File: src/lcd_pkg.sv
// Constants shared by the segment LCD controller and its segment store.
package lcd_pkg;

  // Register addresses on the special function register port.
  localparam logic [7:0] ADDR_MAIN_CONFIG     = 8'h95;
  localparam logic [7:0] ADDR_CLOCK_DIVIDER   = 8'h96;
  localparam logic [7:0] ADDR_SEG_ENABLE_LOW  = 8'h97;
  localparam logic [7:0] ADDR_EXT_CONFIG      = 8'h9c;
  localparam logic [7:0] ADDR_MEM_POINTER     = 8'hac;
  localparam logic [7:0] ADDR_MEM_DATA        = 8'hae;
  localparam logic [7:0] ADDR_UPDATE_CONTROL  = 8'hb1;
  localparam logic [7:0] ADDR_SEG_ENABLE_HIGH = 8'hed;

  // Values after reset of every register.
  localparam logic [7:0] RESET_BYTE = 8'h00;

  // Field positions in lcd_main_config.
  localparam int unsigned MAIN_DISPLAY_ENABLE  = 7;
  localparam int unsigned MAIN_MEMORY_CLEAR    = 6;
  localparam int unsigned MAIN_BATTERY_OFF     = 5;
  localparam int unsigned MAIN_BLINK_ENABLE    = 4;
  localparam int unsigned MAIN_BIAS            = 2;
  localparam int unsigned MAIN_MUX_LSB         = 0;

  // Field positions in lcd_clock_divider.
  localparam int unsigned CLK_BLINK_MODE_LSB   = 6;
  localparam int unsigned CLK_BLINK_FREQ_LSB   = 4;
  localparam int unsigned CLK_FRAME_DIV_LSB    = 0;

  // Field positions in lcd_extended_config.
  localparam int unsigned EXT_CLOCK_SELECT     = 7;
  localparam int unsigned EXT_LADDER_SELECT    = 6;
  localparam int unsigned EXT_BIAS_LEVEL_LSB   = 0;

  // Pointer fields, update freeze bit and reserved masks.
  localparam int unsigned PTR_WRITE_BIT        = 7;
  localparam logic [7:0]  PTR_USED_MASK        = 8'hbf;
  localparam int unsigned UPDATE_FREEZE_BIT    = 0;
  localparam logic [7:0]  UPDATE_USED_MASK     = 8'h01;
  localparam logic [7:0]  SEG_HIGH_USED_MASK   = 8'h0f;

  // Multiplex level codes.
  localparam logic [1:0] MUX_3X = 2'h2;
  localparam logic [1:0] MUX_4X = 2'h3;

  // Blink mode codes.
  localparam logic [1:0] BLINK_SW_OFF    = 2'h0;
  localparam logic [1:0] BLINK_SW_ON     = 2'h1;
  localparam logic [1:0] BLINK_AUTO      = 2'h2;
  localparam logic [1:0] BLINK_AUTO_SLOW = 2'h3;

  // Automatic blink half periods, counted in 128 Hz ticks.
  localparam logic [8:0] BLINK_HALF_F0   = 9'h040;
  localparam logic [8:0] BLINK_HALF_F1   = 9'h020;
  localparam logic [8:0] BLINK_HALF_F2   = 9'h010;
  localparam logic [8:0] BLINK_HALF_F3   = 9'h008;
  localparam logic [8:0] BLINK_HALF_SLOW = 9'h100;

  // Sizes of the segment memory and the glass interface.
  localparam int unsigned SEG_BYTES   = 15;
  localparam int unsigned SEG_LINES   = 29;
  localparam int unsigned COM_LINES   = 4;
  localparam int unsigned FIXED_SEGS  = 16;

endpackage

File: src/segment_lcd_controller.sv
// Segment LCD controller: registers, frame timing, blink and drive.
//
// Operation
// - Multiplex level 2 makes pin 28 common 2.
// - Level 3 adds pin 27 as common 3.
// - Segments 0-15 fixed; 16-25 individually enabled.
// - Clear bit and reset zero the segment memory.
// - Clock select picks 2048 Hz or 128 Hz.
// - Frame rate from clock, mux, frame divider.
// - Polarity inverts at twice common switching rate.
// - Display blinks only while blink enable set.
// - Software blink follows the blink mode field.
// - Automatic blink: five rates, needs running RTC.
// - Fifteen bytes; byte 14 holds only segment 28.
// - Low nibble even segment; bit n is common n.
// - Segment memory kept in battery mode.
// - Pointer write with top bit stores data.
// - Pointer write with top bit clear loads data.
// - Freeze bit holds displayed segments until cleared.
// - Ladder select picks external ladder or pump.
// - Pump off whenever the display is disabled.
// - Ladder select resets to zero.
// - Battery mode shows display only if allowed.
`timescale 1ns/1ps
module segment_lcd_controller #(
  parameter int SEGS = lcd_pkg::SEG_LINES,
  parameter int COMS = lcd_pkg::COM_LINES
) (
  input  wire logic              clk_sys,
  input  wire logic              reset,
  input  wire logic [7:0]        sfr_addr,
  input  wire logic              sfr_wr,
  input  wire logic              sfr_rd,
  input  wire logic [7:0]        sfr_wdata,
  output logic      [7:0]        sfr_rdata,
  input  wire logic              lcd_tick_2048,
  input  wire logic              lcd_tick_128,
  input  wire logic              rtc_enable,
  input  wire logic              low_power_battery_mode,
  output logic      [COMS-1:0]   com_active,
  output logic      [SEGS-1:0]   seg_drive,
  output logic      [SEGS-1:0]   seg_pin_lcd,
  output logic                   shared_pin_28_is_com,
  output logic                   shared_pin_27_is_com,
  output logic                   drive_invert,
  output logic                   display_on,
  output logic                   charge_pump_enable,
  output logic                   external_ladder_enable,
  output logic      [5:0]        bias_level
);

  // Software visible registers.
  logic [7:0] lcd_main_config_reg;
  logic [7:0] lcd_clock_divider_reg;
  logic [7:0] segment_enable_low_reg;
  logic [7:0] segment_enable_high_reg;
  logic [7:0] lcd_extended_config_reg;
  logic [7:0] segment_memory_pointer_reg;
  logic [7:0] segment_memory_data_reg;
  logic [7:0] display_update_control_reg;
  logic [7:0] sfr_rdata_reg;

  // Timing state.
  logic [3:0] half_cnt_reg;
  logic       polarity_reg;
  logic [1:0] com_idx_reg;
  logic [8:0] blink_cnt_reg;
  logic       blink_phase_reg;

  // Registered outputs.
  logic [COMS-1:0] com_active_reg;
  logic [SEGS-1:0] seg_drive_reg;
  logic [SEGS-1:0] seg_pin_lcd_reg;
  logic            pin28_com_reg;
  logic            pin27_com_reg;
  logic            display_on_reg;
  logic            pump_reg;
  logic            ladder_reg;

  // Register decode.
  wire wr_main    = sfr_wr && (sfr_addr == lcd_pkg::ADDR_MAIN_CONFIG);
  wire wr_clkdiv  = sfr_wr && (sfr_addr == lcd_pkg::ADDR_CLOCK_DIVIDER);
  wire wr_seg_lo  = sfr_wr && (sfr_addr == lcd_pkg::ADDR_SEG_ENABLE_LOW);
  wire wr_seg_hi  = sfr_wr && (sfr_addr == lcd_pkg::ADDR_SEG_ENABLE_HIGH);
  wire wr_ext     = sfr_wr && (sfr_addr == lcd_pkg::ADDR_EXT_CONFIG);
  wire wr_pointer = sfr_wr && (sfr_addr == lcd_pkg::ADDR_MEM_POINTER);
  wire wr_data    = sfr_wr && (sfr_addr == lcd_pkg::ADDR_MEM_DATA);
  wire wr_update  = sfr_wr && (sfr_addr == lcd_pkg::ADDR_UPDATE_CONTROL);

  // Configuration fields.
  wire       display_enable  =
    lcd_main_config_reg[lcd_pkg::MAIN_DISPLAY_ENABLE];
  wire       segment_memory_clear =
    lcd_main_config_reg[lcd_pkg::MAIN_MEMORY_CLEAR];
  wire       battery_mode_display_off =
    lcd_main_config_reg[lcd_pkg::MAIN_BATTERY_OFF];
  wire       blink_enable =
    lcd_main_config_reg[lcd_pkg::MAIN_BLINK_ENABLE];
  wire [1:0] multiplex_level =
    lcd_main_config_reg[lcd_pkg::MAIN_MUX_LSB +: 2];
  wire [1:0] blink_mode_field =
    lcd_clock_divider_reg[lcd_pkg::CLK_BLINK_MODE_LSB +: 2];
  wire [1:0] blink_frequency_field =
    lcd_clock_divider_reg[lcd_pkg::CLK_BLINK_FREQ_LSB +: 2];
  wire [3:0] frame_divider =
    lcd_clock_divider_reg[lcd_pkg::CLK_FRAME_DIV_LSB +: 4];
  wire       lcd_clock_select =
    lcd_extended_config_reg[lcd_pkg::EXT_CLOCK_SELECT];
  wire       external_ladder_select =
    lcd_extended_config_reg[lcd_pkg::EXT_LADDER_SELECT];
  wire       update_freeze =
    display_update_control_reg[lcd_pkg::UPDATE_FREEZE_BIT];

  // Segment memory access through the pointer.
  wire       ptr_write_req = sfr_wdata[lcd_pkg::PTR_WRITE_BIT];
  wire [5:0] ptr_addr      = sfr_wdata[5:0];
  wire       mem_wr_en     = wr_pointer && ptr_write_req;
  wire [7:0] mem_rd_data;
  logic [lcd_pkg::SEG_BYTES*8-1:0] shown;

  // The store is written from the data register as it stands, which is
  // why software must load the data before it writes the pointer.
  segment_store #(
    .BYTES (lcd_pkg::SEG_BYTES)
  ) u_store (
    .clk_sys (clk_sys),
    .reset   (reset),
    .clear   (segment_memory_clear),
    .wr_en   (mem_wr_en),
    .wr_addr (ptr_addr),
    .wr_data (segment_memory_data_reg),
    .rd_addr (ptr_addr),
    .rd_data (mem_rd_data),
    .freeze  (update_freeze),
    .shown   (shown)
  );

  // Software visible registers; reserved bits never store.
  always_ff @(posedge clk_sys) begin
    if (reset) begin
      lcd_main_config_reg        <= lcd_pkg::RESET_BYTE;
      lcd_clock_divider_reg      <= lcd_pkg::RESET_BYTE;
      segment_enable_low_reg     <= lcd_pkg::RESET_BYTE;
      segment_enable_high_reg    <= lcd_pkg::RESET_BYTE;
      lcd_extended_config_reg    <= lcd_pkg::RESET_BYTE;
      segment_memory_pointer_reg <= lcd_pkg::RESET_BYTE;
      display_update_control_reg <= lcd_pkg::RESET_BYTE;
    end else begin
      if (wr_main) begin
        lcd_main_config_reg <= sfr_wdata;
      end
      if (wr_clkdiv) begin
        lcd_clock_divider_reg <= sfr_wdata;
      end
      if (wr_seg_lo) begin
        segment_enable_low_reg <= sfr_wdata;
      end
      if (wr_seg_hi) begin
        segment_enable_high_reg <= sfr_wdata & lcd_pkg::SEG_HIGH_USED_MASK;
      end
      if (wr_ext) begin
        lcd_extended_config_reg <= sfr_wdata;
      end
      if (wr_pointer) begin
        segment_memory_pointer_reg <= sfr_wdata & lcd_pkg::PTR_USED_MASK;
      end
      if (wr_update) begin
        display_update_control_reg <= sfr_wdata & lcd_pkg::UPDATE_USED_MASK;
      end
    end
  end

  // The data register takes software writes, or the addressed memory byte
  // when the pointer is written with its top bit clear.
  always_ff @(posedge clk_sys) begin
    if (reset) begin
      segment_memory_data_reg <= lcd_pkg::RESET_BYTE;
    end else if (wr_data) begin
      segment_memory_data_reg <= sfr_wdata;
    end else if (wr_pointer && !ptr_write_req) begin
      segment_memory_data_reg <= mem_rd_data;
    end
  end

  // Read data is registered on the read strobe and holds otherwise.
  logic [7:0] read_mux;
  always_comb begin
    unique case (sfr_addr)
      lcd_pkg::ADDR_MAIN_CONFIG:     read_mux = lcd_main_config_reg;
      lcd_pkg::ADDR_CLOCK_DIVIDER:   read_mux = lcd_clock_divider_reg;
      lcd_pkg::ADDR_SEG_ENABLE_LOW:  read_mux = segment_enable_low_reg;
      lcd_pkg::ADDR_SEG_ENABLE_HIGH: read_mux = segment_enable_high_reg;
      lcd_pkg::ADDR_EXT_CONFIG:      read_mux = lcd_extended_config_reg;
      lcd_pkg::ADDR_MEM_POINTER:     read_mux = segment_memory_pointer_reg;
      lcd_pkg::ADDR_MEM_DATA:        read_mux = segment_memory_data_reg;
      lcd_pkg::ADDR_UPDATE_CONTROL:  read_mux = display_update_control_reg;
      default:                       read_mux = 8'h00;
    endcase
  end

  always_ff @(posedge clk_sys) begin
    if (reset) begin
      sfr_rdata_reg <= lcd_pkg::RESET_BYTE;
    end else if (sfr_rd) begin
      sfr_rdata_reg <= read_mux;
    end
  end

  // The LCD timing tick comes from one of the two low rate sources.
  wire       lcd_tick = lcd_clock_select ? lcd_tick_128
                                         : lcd_tick_2048;
  wire [1:0] last_com = (multiplex_level == lcd_pkg::MUX_4X) ? 2'h3 :
                        (multiplex_level == lcd_pkg::MUX_3X) ? 2'h2 :
                        2'h1;
  wire       half_done = lcd_tick && (half_cnt_reg >= frame_divider);

  // Each common slot lasts two halves of frame_divider+1 ticks; the drive
  // polarity flips every half so no slot leaves DC on the glass.
  always_ff @(posedge clk_sys) begin
    if (reset) begin
      half_cnt_reg <= 4'h0;
      polarity_reg <= 1'b0;
      com_idx_reg  <= 2'h0;
    end else if (half_done) begin
      half_cnt_reg <= 4'h0;
      polarity_reg <= ~polarity_reg;
      if (polarity_reg) begin
        com_idx_reg <= (com_idx_reg >= last_com) ? 2'h0
                                                 : com_idx_reg + 2'h1;
      end
    end else if (lcd_tick) begin
      half_cnt_reg <= half_cnt_reg + 4'h1;
    end
  end

  // Automatic blink half period chosen by mode and frequency fields.
  logic [8:0] blink_half;
  always_comb begin
    if (blink_mode_field == lcd_pkg::BLINK_AUTO_SLOW) begin
      blink_half = lcd_pkg::BLINK_HALF_SLOW;
    end else begin
      unique case (blink_frequency_field)
        2'h0:    blink_half = lcd_pkg::BLINK_HALF_F0;
        2'h1:    blink_half = lcd_pkg::BLINK_HALF_F1;
        2'h2:    blink_half = lcd_pkg::BLINK_HALF_F2;
        default: blink_half = lcd_pkg::BLINK_HALF_F3;
      endcase
    end
  end

  wire auto_blink = blink_mode_field[1] && rtc_enable;
  wire blink_wrap = lcd_tick_128 && (blink_cnt_reg >= blink_half - 9'h001);

  // The blink counter runs off the RTC rate tick and only while the
  // automatic mode can use it, which keeps the first phase predictable.
  always_ff @(posedge clk_sys) begin
    if (reset || !blink_enable || !auto_blink) begin
      blink_cnt_reg   <= 9'h000;
      blink_phase_reg <= 1'b1;
    end else if (blink_wrap) begin
      blink_cnt_reg   <= 9'h000;
      blink_phase_reg <= ~blink_phase_reg;
    end else if (lcd_tick_128) begin
      blink_cnt_reg   <= blink_cnt_reg + 9'h001;
    end
  end

  // Visibility from blink: software mode follows the field directly; an
  // automatic mode with the RTC stopped leaves the display steady on.
  logic blink_visible;
  always_comb begin
    if (!blink_enable) begin
      blink_visible = 1'b1;
    end else if (!blink_mode_field[1]) begin
      blink_visible = (blink_mode_field == lcd_pkg::BLINK_SW_ON);
    end else if (auto_blink) begin
      blink_visible = blink_phase_reg;
    end else begin
      blink_visible = 1'b1;
    end
  end

  // Display enable qualified by the battery mode permission.
  wire display_allowed = display_enable &&
    !(low_power_battery_mode && battery_mode_display_off);
  wire display_next    = display_allowed && blink_visible;

  // Pin functions: fixed segments, enabled shared pins, and the commons.
  wire pin28_com = (multiplex_level == lcd_pkg::MUX_3X) ||
                   (multiplex_level == lcd_pkg::MUX_4X);
  wire pin27_com = (multiplex_level == lcd_pkg::MUX_4X);
  logic [SEGS-1:0] lcd_fn_next;
  always_comb begin
    lcd_fn_next = '1;
    lcd_fn_next[19:16] = segment_enable_high_reg[3:0];
    lcd_fn_next[25:20] = segment_enable_low_reg[7:2];
    lcd_fn_next[27] = !pin27_com;
    lcd_fn_next[28] = !pin28_com;
  end

  // Each segment reads its nibble bit for the active common.
  logic [SEGS-1:0] seg_next;
  generate
    for (genvar s = 0; s < SEGS; s++) begin : g_seg
      localparam int BASE = (s / 2) * 8 + (s % 2) * 4;
      assign seg_next[s] = display_next && lcd_fn_next[s] &&
                           shown[BASE + int'(com_idx_reg)];
    end
  endgenerate

  // One-hot active common, silent while the display is off.
  logic [COMS-1:0] com_next;
  always_comb begin
    com_next = '0;
    if (display_next) begin
      com_next[com_idx_reg] = 1'b1;
    end
  end

  // Every output leaves through a flip-flop.
  always_ff @(posedge clk_sys) begin
    if (reset) begin
      com_active_reg  <= '0;
      seg_drive_reg   <= '0;
      seg_pin_lcd_reg <= '0;
      pin28_com_reg   <= 1'b0;
      pin27_com_reg   <= 1'b0;
      display_on_reg  <= 1'b0;
      pump_reg        <= 1'b0;
      ladder_reg      <= 1'b0;
    end else begin
      com_active_reg  <= com_next;
      seg_drive_reg   <= seg_next;
      seg_pin_lcd_reg <= lcd_fn_next;
      pin28_com_reg   <= pin28_com;
      pin27_com_reg   <= pin27_com;
      display_on_reg  <= display_next;
      // Blinking does not stop the pump; restarting it each phase would
      // cost more than it saves.
      pump_reg        <= display_allowed && !external_ladder_select;
      ladder_reg      <= external_ladder_select;
    end
  end

  assign sfr_rdata              = sfr_rdata_reg;
  assign com_active             = com_active_reg;
  assign seg_drive              = seg_drive_reg;
  assign seg_pin_lcd            = seg_pin_lcd_reg;
  assign shared_pin_28_is_com   = pin28_com_reg;
  assign shared_pin_27_is_com   = pin27_com_reg;
  assign drive_invert           = polarity_reg;
  assign display_on             = display_on_reg;
  assign charge_pump_enable     = pump_reg;
  assign external_ladder_enable = ladder_reg;
  assign bias_level = lcd_extended_config_reg[lcd_pkg::EXT_BIAS_LEVEL_LSB +: 6];

endmodule

File: src/segment_store.sv
// Segment data memory with a frozen display copy.
`timescale 1ns/1ps
module segment_store #(
  parameter int BYTES = lcd_pkg::SEG_BYTES
) (
  input  wire logic                 clk_sys,
  input  wire logic                 reset,
  input  wire logic                 clear,
  input  wire logic                 wr_en,
  input  wire logic [5:0]           wr_addr,
  input  wire logic [7:0]           wr_data,
  input  wire logic [5:0]           rd_addr,
  output logic      [7:0]           rd_data,
  input  wire logic                 freeze,
  output logic      [BYTES*8-1:0]   shown
);

  logic [7:0]         mem_reg [BYTES];
  logic [BYTES*8-1:0] shown_reg;
  logic [BYTES*8-1:0] mem_flat;
  wire                wr_hit = wr_en && (int'(wr_addr) < BYTES);
  wire                rd_hit = int'(rd_addr) < BYTES;

  // Bytes outside the memory read as zero.
  assign rd_data = rd_hit ? mem_reg[rd_addr[3:0]] : 8'h00;
  assign shown   = shown_reg;

  // Power-on reset and the clear bit both empty the memory; nothing else
  // does, so contents survive low-power battery operation.
  always_ff @(posedge clk_sys) begin
    for (int i = 0; i < BYTES; i++) begin
      if (reset || clear) begin
        mem_reg[i] <= 8'h00;
      end else if (wr_hit && (int'(wr_addr) == i)) begin
        mem_reg[i] <= wr_data;
      end
    end
  end

  generate
    for (genvar b = 0; b < BYTES; b++) begin : g_flat
      assign mem_flat[b*8 +: 8] = mem_reg[b];
    end
  endgenerate

  // The glass sees a copy that only follows the memory while unfrozen, so
  // a multi-byte update appears all at once.
  always_ff @(posedge clk_sys) begin
    if (reset) begin
      shown_reg <= '0;
    end else if (!freeze) begin
      shown_reg <= mem_flat;
    end
  end

endmodule
File: config.mk
export PLATFORM = sky130hd
export DESIGN_NAME = segment_lcd_controller
export DESIGN_NICKNAME = d
export VERILOG_FILES = /design/src/lcd_pkg.sv /design/src/segment_lcd_controller.sv /design/src/segment_store.sv
export SDC_FILE = /design/constraint.sdc
export NUM_CORES = 1
export LEC_CHECK = 0
export BUFFER_PORTS_ARGS = -buffer_cell sky130_fd_sc_hd__buf_2
export CAP_MARGIN = 10
export CORE_UTILIZATION = 55
export DETAILED_ROUTE_END_ITERATION = 12
export PLACE_DENSITY = 0.73
export SLEW_MARGIN = 20
export SYNTH_ARGS = -nofsm -noshare
export SYNTH_HDL_FRONTEND = slang
export SYNTH_SLANG_ARGS = --single-unit
File: constraint.sdc
create_clock -name clk_sys -period 2.8 [get_ports clk_sys]
set_clock_uncertainty 0.05 [all_clocks]
set_input_delay 0.28 -clock clk_sys [delete_from_list [all_inputs] [get_ports clk_sys]]
set_output_delay 0.28 -clock clk_sys [all_outputs]
set_load 0.1 [all_outputs]
==> load_flow_metrics.sql, run 1 <==
INSERT INTO impl_metrics (metric_group, metric, value, unit) VALUES
('logic_synthesis', 'synth.net_count', '1420', ''),
('floorplanning', 'start_util', '56.54', '%'),
('placement', 'routabilityCongestion', '0.8888', ''),
('sta', 'worst_slew_pin_slew', '0.9422', 'ns'),
('floorplanning', 'die_h', '171.9', 'um'),
('final_layout', 'num-nets-final', '1502', ''),
('floorplanning', 'num_rows', '61', ''),
('cts', 'sinks_on_clock_net', '364', ''),
('placement', 'port-buffer-count', '105', ''),
('sta', 'setup_repair_after_global_routing_missed_its_margin', 'no', ''),
('power_and_ir_drop', 'cell_internal_pwr', '8.827', 'mW'),
('worst_setup_path', 'timing_worst_setup_path_type', 'flip-flop to flip-flop', ''),
('power_and_ir_drop', 'leakage_power_of_the_design', '7.094', 'nW'),
('logic_synthesis', 'synth-edff-count', '120', ''),
('final_layout', 'syn_to_layout_area_delta', '13.20', '%'),
('logic_synthesis', 'synth_flop_cell', 'sky130_fd_sc_hd__dfxtp_1', ''),
('final_layout', 'final_cell_count_no_fill', '1868', ''),
('power_and_ir_drop', 'p_sw', '2.532', 'mW'),
('placement', 'placed_cells_incl_taps', '1797', ''),
('hold_path', 'hold_path.class', 'input port to flip-flop', ''),
('sta', 'setup_viol_count_final', '0', ''),
('final_layout', 'drive_gt1_share', '19.68', '%'),
('placement', 'place_hpwl', '26560', 'um'),
('cts', 'cts-root-to-sink-buffers', '3', ''),
('sta', 'max-slew-margin-rel', '37.19', '%'),
('floorplanning', 'io-pin-count', '106', ''),
('worst_setup_path', 'cp.arrival', '2.85', 'ns'),
('drt', 'ant_nets', '0', ''),
('outcome', 'run_status', 'completed', ''),
('floorplanning', 'die_ar', '29560', 'um2'),
('grt', 'all_layer_gr_usage', '26.73', '%'),
('power_and_ir_drop', 'power_consumption', '11.36', 'mW'),
('cts', 'hold_buffers', '0', ''),
('placement', 'placement.setup.worst_slack', '0.3383', 'ns'),
('cts', 'tritoncts', 'yes', ''),
('worst_setup_path', 'crit_path_start', 'lcd_clock_divider_reg[7]$_SDFFE_PP0P_', ''),
('grt', 'grt_pass1_wl', '59140', 'um'),
('sta', 'hold_violations', '0', ''),
('power_and_ir_drop', 'p_per_area', '631.9', 'nW/um2'),
('sta', 'maxClockFrequency', '0.4099', 'GHz'),
('drt', 'vias', '10910', ''),
('sta', 'post-route-period-util', '87.12', '%'),
('worst_setup_path', 'ff2ff_setup_slack', '0.36', 'ns'),
('grt', 'globalRoute.totalOverflow', '0', ''),
('drt', 'vias_per_instance', '5.841', ''),
('cts', 'clk_pin_slew', '0.06', 'ns'),
('drt', 'drt_first_iter_violations', '1109', ''),
('drt', 'detail_route.drc_violations', '0', ''),
('cts', 'clock_buffer_count_from_cts', '38', ''),
('worst_setup_path', 'r2r.worst_path.cells', '10', ''),
('worst_setup_path', 'cp-end-kind', 'flip-flop', ''),
('worst_setup_path', 'setup.worst_path.end', 'blink_cnt_reg[3]$_SDFFE_PP0P_', ''),
('logic_synthesis', 'syn_avg_cell_area', '11.53', 'um2'),
('worst_setup_path', 'cp-start-kind', 'flip-flop', ''),
('power_and_ir_drop', 'power.combinational.fraction', '6.0', '%'),
('power_and_ir_drop', 'vdd.ir_drop.worst', '401.3', 'uV'),
('logic_synthesis', 'synth_area', '15880', 'um2'),
('power_and_ir_drop', 'switching_share', '22.29', '%'),
('sta', 'finalWorstPathRequiredPeriod', '2.439', 'ns'),
('worst_setup_path', 'reg2reg_to', 'blink_cnt_reg[3]$_SDFFE_PP0P_', ''),
('worst_setup_path', 'rr_startpoint', 'lcd_clock_divider_reg[7]$_SDFFE_PP0P_', ''),
('final_layout', 'largest_register_ffs', '120', ''),
('logic_synthesis', 'seq_area_frac_synth', '53.45', '%'),
('drt', 'drt_pre_antenna_iters', '6', ''),
('cts', 'clkLatencyLatePin', '0.53', 'ns'),
('power_and_ir_drop', 'power.clock.fraction', '44.2', '%'),
('logic_synthesis', 'postSynthRegisterBits', '364', ''),
('logic_synthesis', 'synthCells', '1377', ''),
('final_layout', 'fillers', '2245', ''),
('worst_setup_path', 'timing.critical_path.fanout_max', '9', ''),
('cts', 'clock-root-buffer', 'sky130_fd_sc_hd__clkbuf_16', '');
synthesized netlist by cell type, types with 3 or more instances:
cell	number	area (um2)
sky130_fd_sc_hd__dfxtp_1	244	4885
sky130_fd_sc_hd__nor2_1	197	739.5
sky130_fd_sc_hd__mux2i_1	171	1712
sky130_fd_sc_hd__and2_1	124	775.7
sky130_fd_sc_hd__edfxtp_1	120	3603
sky130_fd_sc_hd__clkbuf_1	54	202.7
sky130_fd_sc_hd__mux4_2	53	1194
sky130_fd_sc_hd__nand2_1	48	180.2
sky130_fd_sc_hd__and3_1	42	262.8
sky130_fd_sc_hd__a21oi_1	37	185.2
sky130_fd_sc_hd__o21ai_0	31	155.2
sky130_fd_sc_hd__buf_4	22	165.2
sky130_fd_sc_hd__buf_1	20	75.07
sky130_fd_sc_hd__ha_1	19	237.7
sky130_fd_sc_hd__mux2_2	17	191.4
sky130_fd_sc_hd__a22oi_1	15	112.6
sky130_fd_sc_hd__nand3_1	15	75.07
sky130_fd_sc_hd__nor2b_1	15	93.84
sky130_fd_sc_hd__nand2b_1	11	68.82
sky130_fd_sc_hd__nand4_1	11	68.82
sky130_fd_sc_hd__xor2_1	11	96.34
sky130_fd_sc_hd__inv_1	9	33.78
sky130_fd_sc_hd__nand3b_1	9	67.56
sky130_fd_sc_hd__buf_2	7	35.03
sky130_fd_sc_hd__o221ai_1	7	61.31
sky130_fd_sc_hd__o22ai_1	7	43.79
sky130_fd_sc_hd__clkbuf_8	5	68.82
sky130_fd_sc_hd__or3_1	5	31.28
sky130_fd_sc_hd__and4_1	4	35.03
sky130_fd_sc_hd__a211oi_1	3	22.52
sky130_fd_sc_hd__a22o_1	3	26.28
sky130_fd_sc_hd__and3b_1	3	26.28
sky130_fd_sc_hd__o31ai_1	3	22.52
sky130_fd_sc_hd__or2_2	3	18.77
worst max-delay path, cell delays in order, from the launching register on:
cell and delay, ns:
sky130_fd_sc_hd__dfxtp_1 0.44, sky130_fd_sc_hd__nand2_1 0.16, sky130_fd_sc_hd__and3_1 0.24, sky130_fd_sc_hd__inv_1 0.06
sky130_fd_sc_hd__ha_1 0.23, sky130_fd_sc_hd__ha_1 0.29, sky130_fd_sc_hd__a21oi_1 0.13, sky130_fd_sc_hd__o21ai_0 0.10
sky130_fd_sc_hd__a22oi_1 0.24, sky130_fd_sc_hd__nand2_1 0.27, sky130_fd_sc_hd__nor2_1 0.17
power groups by stage:
stage	logic, mW	registers, mW	clock network, mW
2_1_floorplan	0.488	5.76	0
3_3_place_gp	0.666	5.76	0
3_5_place_dp	0.674	5.77	0
4_1_cts	0.678	5.65	5.08
5_1_grt	0.724	5.67	5.29
6_report	0.681	5.66	5.02
placed cells by master (no fill, tap or decap), types with 4 or more instances in the layout:
cell type / synthesis / final
sky130_fd_sc_hd__dfxtp_1: 244 / 241
sky130_fd_sc_hd__nor2_1: 197 / 197
sky130_fd_sc_hd__mux2i_1: 171 / 171
sky130_fd_sc_hd__and2_1: 124 / 124
sky130_fd_sc_hd__edfxtp_1: 120 / 120
sky130_fd_sc_hd__buf_2: 7 / 104
sky130_fd_sc_hd__mux4_2: 53 / 53
sky130_fd_sc_hd__nand2_1: 48 / 48
sky130_fd_sc_hd__buf_4: 22 / 45
sky130_fd_sc_hd__and3_1: 42 / 42
sky130_fd_sc_hd__clkbuf_16: 0 / 41
sky130_fd_sc_hd__a21oi_1: 37 / 37
sky130_fd_sc_hd__o21ai_0: 31 / 31
sky130_fd_sc_hd__ha_1: 19 / 19
sky130_fd_sc_hd__mux2_2: 17 / 17
sky130_fd_sc_hd__nand3_1: 15 / 15
sky130_fd_sc_hd__nor2b_1: 15 / 15
sky130_fd_sc_hd__a22oi_1: 15 / 15
sky130_fd_sc_hd__clkbuf_1: 54 / 15
sky130_fd_sc_hd__nand2b_1: 11 / 11
sky130_fd_sc_hd__nand4_1: 11 / 11
sky130_fd_sc_hd__xor2_1: 11 / 11
sky130_fd_sc_hd__inv_1: 9 / 9
sky130_fd_sc_hd__nand3b_1: 9 / 9
sky130_fd_sc_hd__clkbuf_8: 5 / 9
sky130_fd_sc_hd__o22ai_1: 7 / 7
sky130_fd_sc_hd__o221ai_1: 7 / 7
sky130_fd_sc_hd__or3_1: 5 / 5
sky130_fd_sc_hd__and4_1: 4 / 4
metal layers:
layer / routed length (um) / vias to the layer above / GRT usage, %
met5: 0 / - / 0
met4: 722 / 0 / 7.541
met3: 3222 / 60 / 5.219
met2: 18190 / 461 / 42.53
met1: 16790 / 5352 / 37.23
li1: - / 5038 / -
worst min path at each step:
stage                                                          start                                         end  slack, ns  depth (start not counted)
after floorplan                                                reset                     seg_pin_lcd[15]$_DFF_P_       0.36                          1
after global placement    segment_memory_pointer_reg[1]$_SDFFE_PP0P_  segment_memory_pointer_reg[1]$_SDFFE_PP0P_       0.39                          2
after detailed placement  segment_memory_pointer_reg[0]$_SDFFE_PP0P_  segment_memory_pointer_reg[0]$_SDFFE_PP0P_       0.40                          2
after CTS                                                sfr_addr[2]                   sfr_rdata[0]$_SDFFE_PP0P_       0.03                          3
after global routing                                           reset              u_store.shown[92]$_SDFFE_PP0N_       0.05                          2
final                                                    sfr_addr[2]                   sfr_rdata[0]$_SDFFE_PP0P_       0.04                          3
cell families (layout without fill, tap and decap cells):
| logic type | count (synthesis) | in the layout | share of synthesized area [%] |
|---|---|---|---|
| DFF | 364 | 364 | 53.45 |
| and+or+nand+nor | 505 | 505 | 16.60 |
| other | 1 | 2 | 0.02361 |
| buffers and inverters | 120 | 232 | 3.829 |
| xor gates and xnor gates | 12 | 12 | 0.6618 |
| adders and majority gates | 19 | 19 | 1.497 |
| muxes | 241 | 241 | 19.50 |
| AOI/OAI and AO/OA | 115 | 115 | 4.436 |
stage by stage:
| step | hold WS [ns] | utilization [%] | area [um2] |
|---|---|---|---|
| finish | 0.04245 | 64.00 | 17980 |
| global route | 0.05124 | 63.99 | 17970 |
| CTS | 0.02951 | 63.99 | 17970 |
| detailed placement | 0.3956 | 59.51 | 16710 |
| global placement | 0.3875 | 59.51 | 16710 |
| floorplan | 0.3623 | - | 15880 |
final cells by class:
| type | instances | area, um2 | share of cell area [%] |
|---|---|---|---|
| Sequential cell | 364 | 8494 | 47.25 |
| Multi-Input combinational cell | 893 | 6784 | 37.74 |
| Clock buffer | 65 | 1206 | 6.710 |
| Timing Repair Buffer | 153 | 929.6 | 5.172 |
| Tap cell | 378 | 473.0 | 2.631 |
| Clock inverter | 5 | 52.55 | 0.2923 |
| Inverter | 9 | 33.78 | 0.1879 |
| Antenna cell | 1 | 2.502 | 0.01392 |
No activity file was read; power rests on OpenSTA's default activity.
==> run 2: changes to the inputs <==
--- a/config.mk
+++ b/config.mk
@@ -5,6 +5,7 @@
 export SDC_FILE = /design/constraint.sdc
 export NUM_CORES = 1
 export LEC_CHECK = 0
+export ABC_AREA = 1
 export BUFFER_PORTS_ARGS = -buffer_cell sky130_fd_sc_hd__buf_2
 export CAP_MARGIN = 10
 export CORE_UTILIZATION = 55
==> run 2 against run 1 <==
Against the previous run: power up 1.4%; die area up 0.49%; synthesized cell count up 47%; maximum frequency up 2.8%; sequential power about the same; first-iteration DRC count up 54%; cell area up 0.71%; worst setup slack better by 0.067 ns; clock-buffer cell count down 10; highest routed layer is now met5; non-clock buffer count up 6; area after synthesis up 0.50%; critical endpoint unchanged; via count up 27%.
==> load_flow_metrics.sql, run 2 <==
INSERT INTO impl_metrics (metric_group, metric, value, unit) VALUES
('logic_synthesis', 'seq_area_frac_synth', '53.19', '%'),
('logic_synthesis', 'synthCells', '2025', ''),
('logic_synthesis', 'syn_avg_cell_area', '7.881', 'um2'),
('logic_synthesis', 'synth_flop_cell', 'sky130_fd_sc_hd__dfxtp_1', ''),
('sta', 'worst_slew_pin_slew', '0.9353', 'ns'),
('logic_synthesis', 'synth.area.top_cells', 'sky130_fd_sc_hd__dfxtp_1, sky130_fd_sc_hd__edfxtp_1, sky130_fd_sc_hd__nor2_1', ''),
('worst_setup_path', 'timing.critical_path.slowest_cell_delay', '0.37', 'ns'),
('logic_synthesis', 'synth_top_cell_by_area', 'sky130_fd_sc_hd__dfxtp_1', ''),
('final_layout', 'seq_area', '8491', 'um2'),
('worst_setup_path', 'worst-path-buf-inv', '1', ''),
('cts', 'tritoncts', 'yes', ''),
('final_layout', 'drive_gt1_share', '11.52', '%'),
('worst_setup_path', 'rr_startpoint', 'lcd_clock_divider_reg[6]$_SDFFE_PP0P_', ''),
('worst_setup_path', 'timing.critical_path.max_delay_family', 'simple AND/OR/NAND/NOR gates', ''),
('power_and_ir_drop', 'power_frac_seq', '49.1', '%'),
('power_and_ir_drop', 'vdd.ir_drop.worst', '469.8', 'uV'),
('drt', 'vias', '13910', ''),
('drt', 'ant_nets', '0', ''),
('final_layout', 'final_cell_mix', 'sky130_fd_sc_hd__nor2_1, sky130_fd_sc_hd__nand2_1, sky130_fd_sc_hd__dfxtp_1, sky130_fd_sc_hd__o21ai_0, sky130_fd_sc_hd__edfxtp_1', ''),
('worst_setup_path', 'timing_worst_setup_path_type', 'flip-flop to flip-flop', ''),
('final_layout', 'num-nets-final', '2139', ''),
('floorplanning', 'num_rows', '61', ''),
('worst_setup_path', 'timing.critical_path.fanout_max', '9', ''),
('cts', 'sinks_on_clock_net', '364', ''),
('floorplanning', 'io-pin-count', '106', ''),
('drt', 'detail_route.drc_violations', '0', ''),
('drt', 'dr_top_layer', 'met5', ''),
('final_layout', 'fillers', '2454', ''),
('worst_setup_path', 'timing.critical_path.cells', 'nand2_1 > nand3_1 > ha_1 > xnor2_1 > inv_1 > ha_1 > nand2_1 > nor2_1 > a21oi_1 > nand3_1 > nand2_1 > nand2_1 > nor2_1', ''),
('worst_setup_path', 'ff2ff_setup_slack', '0.43', 'ns'),
('cts', 'clock-root-buffer', 'sky130_fd_sc_hd__clkbuf_16', ''),
('worst_setup_path', 'crit_path_start', 'lcd_clock_divider_reg[6]$_SDFFE_PP0P_', ''),
('power_and_ir_drop', 'p_per_area', '636.0', 'nW/um2'),
('cts', 'cts-root-to-sink-buffers', '3', ''),
('sta', 'setup_repair_after_global_routing_missed_its_margin', 'no', ''),
('hold_path', 'worst_hold_startpoint', 'sfr_rd', ''),
('cts', 'clock_buffer_count_from_cts', '39', ''),
('run', 'max_cap_violations', '0', ''),
('sta', 'total_negative_setup_slack', '0', 'ns'),
('hold_path', 'worstHoldPathCells', '3', ''),
('logic_synthesis', 'postSynthRegisterBits', '364', ''),
('worst_setup_path', 'cp-start-kind', 'flip-flop', ''),
('logic_synthesis', 'synth_area', '15960', 'um2'),
('cts', 'hold_buffers', '0', ''),
('drt', 'drt_pre_antenna_iters', '6', ''),
('power_and_ir_drop', 'cell_internal_pwr', '8.718', 'mW'),
('sta', 'post-route-period-util', '84.73', '%'),
('floorplanning', 'die_x', '172.3', 'um'),
('hold_path', 'hold_path.class', 'input port to flip-flop', ''),
('worst_setup_path', 'critical_path_cell_with_the_highest_stage_delay', 'sky130_fd_sc_hd__dfxtp_1', ''),
('cts', 'clkLatencyLatePin', '0.54', 'ns'),
('placement', 'port-buffer-count', '105', ''),
('power_and_ir_drop', 'leakage_power_of_the_design', '7.823', 'nW'),
('drt', 'met2_wirelength', '20350', 'um'),
('logic_synthesis', 'commonest_cells_in_the_synthesized_netlist', 'sky130_fd_sc_hd__nor2_1, sky130_fd_sc_hd__nand2_1, sky130_fd_sc_hd__dfxtp_1', ''),
('final_layout', 'syn_to_layout_area_delta', '13.44', '%'),
('sta', 'finalWorstPathRequiredPeriod', '2.372', 'ns'),
('sta', 'max-slew-margin-rel', '37.55', '%'),
('grt', 'first_global_vias', '12890', ''),
('cts', 'clk_pin_slew', '0.06', 'ns'),
('sta', 'final-max-slew-violation-count', '0', ''),
('logic_synthesis', 'ys_async_sr_fraction', '0', '%'),
('sta', 'maxClockFrequency', '0.4215', 'GHz'),
('floorplanning', 'die_ar', '29700', 'um2'),
('sta', 'whs', '0.03274', 'ns'),
('worst_setup_path', 'r2r.worst_path.cells', '13', ''),
('cts', 'post-cts-setup-buffer-count', '0', ''),
('placement', 'placed_cell_area', '16850', 'um2'),
('worst_setup_path', 'cp-end-kind', 'flip-flop', ''),
('power_and_ir_drop', 'switching_share', '24.28', '%'),
('cts', 'post_cts_resize_count', '0', ''),
('logic_synthesis', 'synth.net_count', '2068', ''),
('drt', 'route.met3.wl', '4165', 'um'),
('power_and_ir_drop', 'p_sw', '2.796', 'mW'),
('worst_setup_path', 'cp.arrival', '2.78', 'ns'),
('floorplanning', 'core_area', '28160', 'um2'),
('grt', 'grt_max_degree', '126', ''),
('drt', 'drt_first_iter_violations', '1709', ''),
('sta', 'setup_viol_count_final', '0', ''),
('floorplanning', 'start_util', '56.67', '%'),
('placement', 'routabilityCongestion', '0.9676', ''),
('grt', 'number_of_antenna_violations_at_the_first_check_in_global_routing', '2', ''),
('worst_setup_path', 'critical_path.most_common_cell', 'sky130_fd_sc_hd__nand2_1', ''),
('drt', 'vias_per_instance', '5.550', ''),
('sta', 'hold_violations', '0', ''),
('final_layout', 'multi_input_area', '6425', 'um2'),
('placement', 'place_hpwl', '30710', 'um'),
('final_layout', 'mostFrequentLayoutCell', 'sky130_fd_sc_hd__nor2_1', ''),
('final_layout', 'finalInstanceArea', '18100', 'um2'),
('power_and_ir_drop', 'power.clock.fraction', '43.7', '%'),
('worst_setup_path', 'reg2reg_to', 'blink_cnt_reg[3]$_SDFFE_PP0P_', ''),
('logic_synthesis', 'synth_top_area_share', '30.61', '%'),
('floorplanning', 'die_h', '172.3', 'um'),
('drt', 'overall_routed_net_length', '44780', 'um'),
('logic_synthesis', 'yosys.cell_count.top_type', 'sky130_fd_sc_hd__nor2_1', ''),
('logic_synthesis', 'yosysUniqueCellTypes', '38', ''),
('final_layout', 'largest_register_ffs', '120', ''),
('power_and_ir_drop', 'power.combinational.fraction', '7.2', '%'),
('grt', 'grt_pass1_wl', '69750', 'um'),
('worst_setup_path', 'cp_data_required_time', '3.21', 'ns'),
('grt', 'globalRoute.totalOverflow', '0', ''),
('grt', 'all_layer_gr_usage', '30.88', '%'),
('logic_synthesis', 'synth-edff-count', '120', ''),
('drt', 'routedLengthMet1', '18860', 'um'),
('outcome', 'run_status', 'completed', ''),
('logic_synthesis', 'synthesis.yosys.warnings', '0', ''),
('drt', 'post_dr_wirelength_cell', '17.87', 'um'),
('cts', 'cts_max_level', '2', ''),
('hold_path', 'worst_hold_path.endpoint', 'sfr_rdata[7]$_SDFFE_PP0P_', '');
run 2: worst max path at each step:
| stage | endpoint | slack [ns] | cells after the start |
|---|---|---|---|
| global route | blink_cnt_reg[3]$_SDFFE_PP0P_ | 0.19 | 13 |
| CTS | blink_cnt_reg[3]$_SDFFE_PP0P_ | 0.39 | 13 |
| floorplan | u_store.mem_reg[0][0]$_SDFFCE_PN0P_ | 0.30 | 6 |
| finish | blink_cnt_reg[3]$_SDFFE_PP0P_ | 0.43 | 13 |
| detailed placement | u_store.mem_reg[7][5]$_SDFFCE_PN0P_ | 0.37 | 12 |
| global placement | u_store.mem_reg[12][1]$_SDFFCE_PN0P_ | 0.42 | 8 |
run 2: layer usage:
layer / vias up / global-route usage, %
met5: - / 0
met4: 2 / 11.35
met3: 102 / 5.699
met2: 595 / 48.53
met1: 6507 / 42.43
li1: 6703 / -
run 2: worst reg2reg max path, delay by kind of cell, from the launching register on:
family / cells / cell delay [ns]
flip-flops: 1 / 0.37
adder cells (fa/ha/maj): 2 / 0.52
AO/OA/AOI/OAI: 1 / 0.15
buffers and inverters: 1 / 0.06
XOR/XNOR: 1 / 0.14
AND/OR/NAND/NOR: 8 / 1.00
run 2: layout make-up:
cell class / count / share of cell area, %
clock buffers: 55 / 6.068
multi-input cells: 1407 / 35.49
inverters: 125 / 2.606
repair buffers: 159 / 5.488
flip-flops and latches: 364 / 46.90
diodes: 1 / 0.01382
well taps: 378 / 2.612
clock inverters: 17 / 0.8224
run 2: kinds of logic after synthesis:
| logic type | after synthesis | synth area share [%] |
|---|---|---|
| xor+xnor | 9 | 0.4939 |
| fa+ha+maj | 19 | 1.490 |
| other cells | 1 | 0.02350 |
| buf+inv | 254 | 6.601 |
| simple gates | 1019 | 26.76 |
| compound gates | 358 | 11.38 |
| flops | 364 | 53.19 |
| mux | 1 | 0.06272 |
run 2: through the flow:
stage                     setup slack, ns  total power [mW]  cells  utilization [%]
after floorplan                    0.2967             6.307   2025                -
after global placement             0.4215             6.567   2433            59.84
after detailed placement           0.3686             6.582   2433            59.84
after CTS                          0.3897             11.52   2505            64.27
after global routing               0.1938             11.87   2505            64.27
final                              0.4277             11.51   2506            64.28
run 2: power by group through the flow:
stage / sequential [mW] / combinational [mW] / clock (mW)
after detailed placement: 5.77 / 0.815 / 0
after floorplan: 5.77 / 0.537 / 0
after CTS: 5.65 / 0.820 / 5.05
final: 5.66 / 0.831 / 5.03
after global routing: 5.67 / 0.903 / 5.30
after global placement: 5.76 / 0.805 / 0
==> run 3: changes to the inputs <==
==> constraint.sdc (replaced) <==
create_clock -name clk_sys -period 2.4 [get_ports clk_sys]
set_clock_uncertainty 0.05 [all_clocks]
set_input_delay 0.24 -clock clk_sys [delete_from_list [all_inputs] [get_ports clk_sys]]
set_output_delay 0.24 -clock clk_sys [all_outputs]
set_load 0.1 [all_outputs]
==> run 3 against run 2 <==
Against the previous run: the run now ends with hold timing left; critical path type unchanged; worst hold slack lost 0.038 ns; power rose by 20%; maximum frequency grew 8.3%; first-iteration DRC count down 5.0%; clock power is 24% higher; sequential cell count unchanged; sequential share of layout area shrank 0.70 points; highest routed layer unchanged; worst setup slack worse by 0.22 ns; via count increased by 2.3%; sequential power increased by 17%; clock-buffer cell count rose by 3.
==> load_flow_metrics.sql, run 3 (synthesized netlist as in run 2, its figures left out) <==
INSERT INTO impl_metrics (metric_group, metric, value, unit) VALUES
('floorplanning', 'core_area', '28160', 'um2'),
('grt', 'number_of_antenna_violations_at_the_first_check_in_global_routing', '4', ''),
('final_layout', 'largest_register_ffs', '120', ''),
('worst_setup_path', 'reg2reg_to', 'u_store.mem_reg[11][2]$_SDFFCE_PN0P_', ''),
('worst_setup_path', 'cp-start-kind', 'flip-flop', ''),
('sta', 'whs', '-0.005210', 'ns'),
('drt', 'drt_pre_antenna_iters', '6', ''),
('hold_path', 'worstHoldPathCells', '4', ''),
('power_and_ir_drop', 'power_consumption', '13.82', 'mW'),
('power_and_ir_drop', 'leakage_power_of_the_design', '7.983', 'nW'),
('drt', 'detail_route.drc_violations', '0', ''),
('worst_setup_path', 'timing.critical_path.slowest_cell_delay', '0.76', 'ns'),
('cts', 'cts_max_level', '2', ''),
('grt', 'grt_pass1_wl', '70320', 'um'),
('drt', 'vias_per_instance', '5.634', ''),
('cts', 'clock-root-buffer', 'sky130_fd_sc_hd__clkbuf_16', ''),
('grt', 'grt_max_degree', '161', ''),
('sta', 'finalWorstPathRequiredPeriod', '2.191', 'ns'),
('cts', 'clkLatencyLatePin', '0.54', 'ns'),
('cts', 'clock_buffer_count_from_cts', '39', ''),
('worst_setup_path', 'timing_worst_setup_path_type', 'flip-flop to flip-flop', ''),
('floorplanning', 'start_util', '56.67', '%'),
('sta', 'final-max-slew-violation-count', '0', ''),
('final_layout', 'mostFrequentLayoutCell', 'sky130_fd_sc_hd__nor2_1', ''),
('drt', 'post_dr_wirelength_cell', '18.06', 'um'),
('grt', 'first_global_vias', '13010', ''),
('sta', 'setup_viol_count_final', '0', ''),
('floorplanning', 'num_rows', '61', ''),
('hold_path', 'hold_path.class', 'input port to flip-flop', ''),
('drt', 'drt_first_iter_violations', '1624', ''),
('drt', 'ant_nets', '0', ''),
('floorplanning', 'die_x', '172.3', 'um'),
('placement', 'routabilityCongestion', '0.9738', ''),
('worst_setup_path', 'cp_data_required_time', '2.72', 'ns'),
('worst_setup_path', 'rr_startpoint', 'lcd_main_config_reg[6]$_SDFFE_PP0P_', ''),
('sta', 'maxClockFrequency', '0.4565', 'GHz'),
('placement', 'place_hpwl', '31220', 'um'),
('worst_setup_path', 'cp-end-kind', 'flip-flop', ''),
('hold_path', 'worst_hold_startpoint', 'lcd_tick_2048', ''),
('run', 'max_cap_violations', '0', ''),
('floorplanning', 'io-pin-count', '106', ''),
('outcome', 'failed_checks', 'hold timing', ''),
('cts', 'clk_pin_slew', '0.06', 'ns'),
('final_layout', 'final_core_utilization', '65.26', '%'),
('placement', 'port-buffer-count', '105', ''),
('final_layout', 'final_cell_mix', 'sky130_fd_sc_hd__nor2_1, sky130_fd_sc_hd__nand2_1, sky130_fd_sc_hd__dfxtp_1, sky130_fd_sc_hd__o21ai_0, sky130_fd_sc_hd__edfxtp_1', ''),
('worst_setup_path', 'cp_num_cells', '3', ''),
('sta', 'setup_repair_after_global_routing_missed_its_margin', 'no', ''),
('power_and_ir_drop', 'vdd.ir_drop.worst', '638.7', 'uV'),
('floorplanning', 'die_ar', '29700', 'um2'),
('drt', 'overall_routed_net_length', '45620', 'um'),
('sta', 'max-slew-margin-rel', '35.19', '%'),
('sta', 'hold_violations', '1', ''),
('cts', 'tritoncts', 'yes', ''),
('final_layout', 'syn_to_layout_area_delta', '15.16', '%'),
('final_layout', 'drive_gt1_share', '12.90', '%'),
('outcome', 'run_status', 'finished, violations left', ''),
('worst_setup_path', 'timing.critical_path.fanout_max', '30', ''),
('worst_setup_path', 'timing.critical_path.max_delay_family', 'simple AND/OR/NAND/NOR gates', ''),
('drt', 'vias', '14230', ''),
('worst_setup_path', 'cp.arrival', '2.51', 'ns'),
('grt', 'globalRoute.totalOverflow', '0', ''),
('cts', 'cts-root-to-sink-buffers', '3', ''),
('final_layout', 'finalInstanceArea', '18380', 'um2'),
('final_layout', 'num-nets-final', '2159', ''),
('worst_setup_path', 'worst-path-buf-inv', '0', ''),
('grt', 'all_layer_gr_usage', '31.09', '%'),
('worst_setup_path', 'ff2ff_setup_slack', '0.21', 'ns'),
('worst_setup_path', 'timing.critical_path.cells', 'nor2_4 > nand4_1 > nor2_1', ''),
('worst_setup_path', 'critical_path_cell_with_the_highest_stage_delay', 'sky130_fd_sc_hd__nor2_4', ''),
('power_and_ir_drop', 'p_per_area', '752.0', 'nW/um2');
## run 3: cell types whose count changed in the layout (fill, tap and decap cells not counted), sizes merged
cell         previous run  this run
inv                   121       122
buf                   159       177
clkinv                 19        13
clkbuf                 55        58
clkinvlp                0         2
dlygate4sd3             0         2
## run 3: what timing repair did
| action | in CTS | in global routing |
|---|---|---|
| hold buffers | 2 | 0 |
| endpoints found under the setup margin | 0 | 9 |
| resized for setup | 0 | 2 |
| endpoints found under the hold margin | 7 | 0 |
## run 3: metal layers
metal | vias up | part of all wire [%] | track usage [%]
met3 | 103 | 9.3 | 5.493
met5 | - | 0.033 | 0
met4 | 2 | 2.9 | 11.04
met2 | 649 | 45 | 48.63
met1 | 6719 | 43 | 43.18
li1 | 6758 | - | -
## run 3: where the power goes
part	internal, mW	total [mW]	switching, mW
clock network	3.69	6.22	2.53
registers	6.51	6.60	0.0952
logic	0.257	0.996	0.740
total	10.5	13.8	3.36
## run 3: layout make-up
type | count | area (um2)
multi-input cells | 1407 | 6430
inverters | 125 | 471.7
clock inverters | 14 | 147.6
well taps | 378 | 473.0
clock buffers | 58 | 1195
repair buffers | 179 | 1169
diodes | 1 | 2.502
flip-flops and latches | 364 | 8491
fillers | 2402 | 9784
## run 3: worst reg2reg max path, cell delays in order, from the launching register on
cell,delay [ns]
sky130_fd_sc_hd__dfxtp_1,0.34
sky130_fd_sc_hd__nor2_4,0.76
sky130_fd_sc_hd__nand4_1,0.61
sky130_fd_sc_hd__nor2_1,0.26
## run 3: how the worst max path moves through the flow
stage / startpoint / slack, ns / endpoint
3_3_place_gp: sfr_wdata[4] / 0.005 / u_store.mem_reg[3][0]$_SDFFCE_PN0P_
2_1_floorplan: sfr_wdata[1] / -0.06 / u_store.mem_reg[0][0]$_SDFFCE_PN0P_
4_1_cts: lcd_clock_divider_reg[7]$_SDFFE_PP0P_ / 0.15 / blink_cnt_reg[7]$_SDFFE_PP0P_
6_report: lcd_main_config_reg[6]$_SDFFE_PP0P_ / 0.21 / u_store.mem_reg[11][2]$_SDFFCE_PN0P_
3_5_place_dp: sfr_wdata[4] / 0.05 / u_store.mem_reg[6][0]$_SDFFCE_PN0P_
5_1_grt: lcd_main_config_reg[6]$_SDFFE_PP0P_ / 0.02 / u_store.mem_reg[11][2]$_SDFFCE_PN0P_
## run 3: through the flow
step                setup WS (ns)  TNS, ns  hold WS (ns)  cells
floorplan                -0.06329   -2.502        0.2739   2025
global placement         0.004527        0        0.3834   2450
detailed placement        0.04661        0        0.3874   2451
CTS                        0.1501        0    0.00006051   2525
global route              0.01683        0      0.009868   2525
finish                     0.2094        0     -0.005210   2526
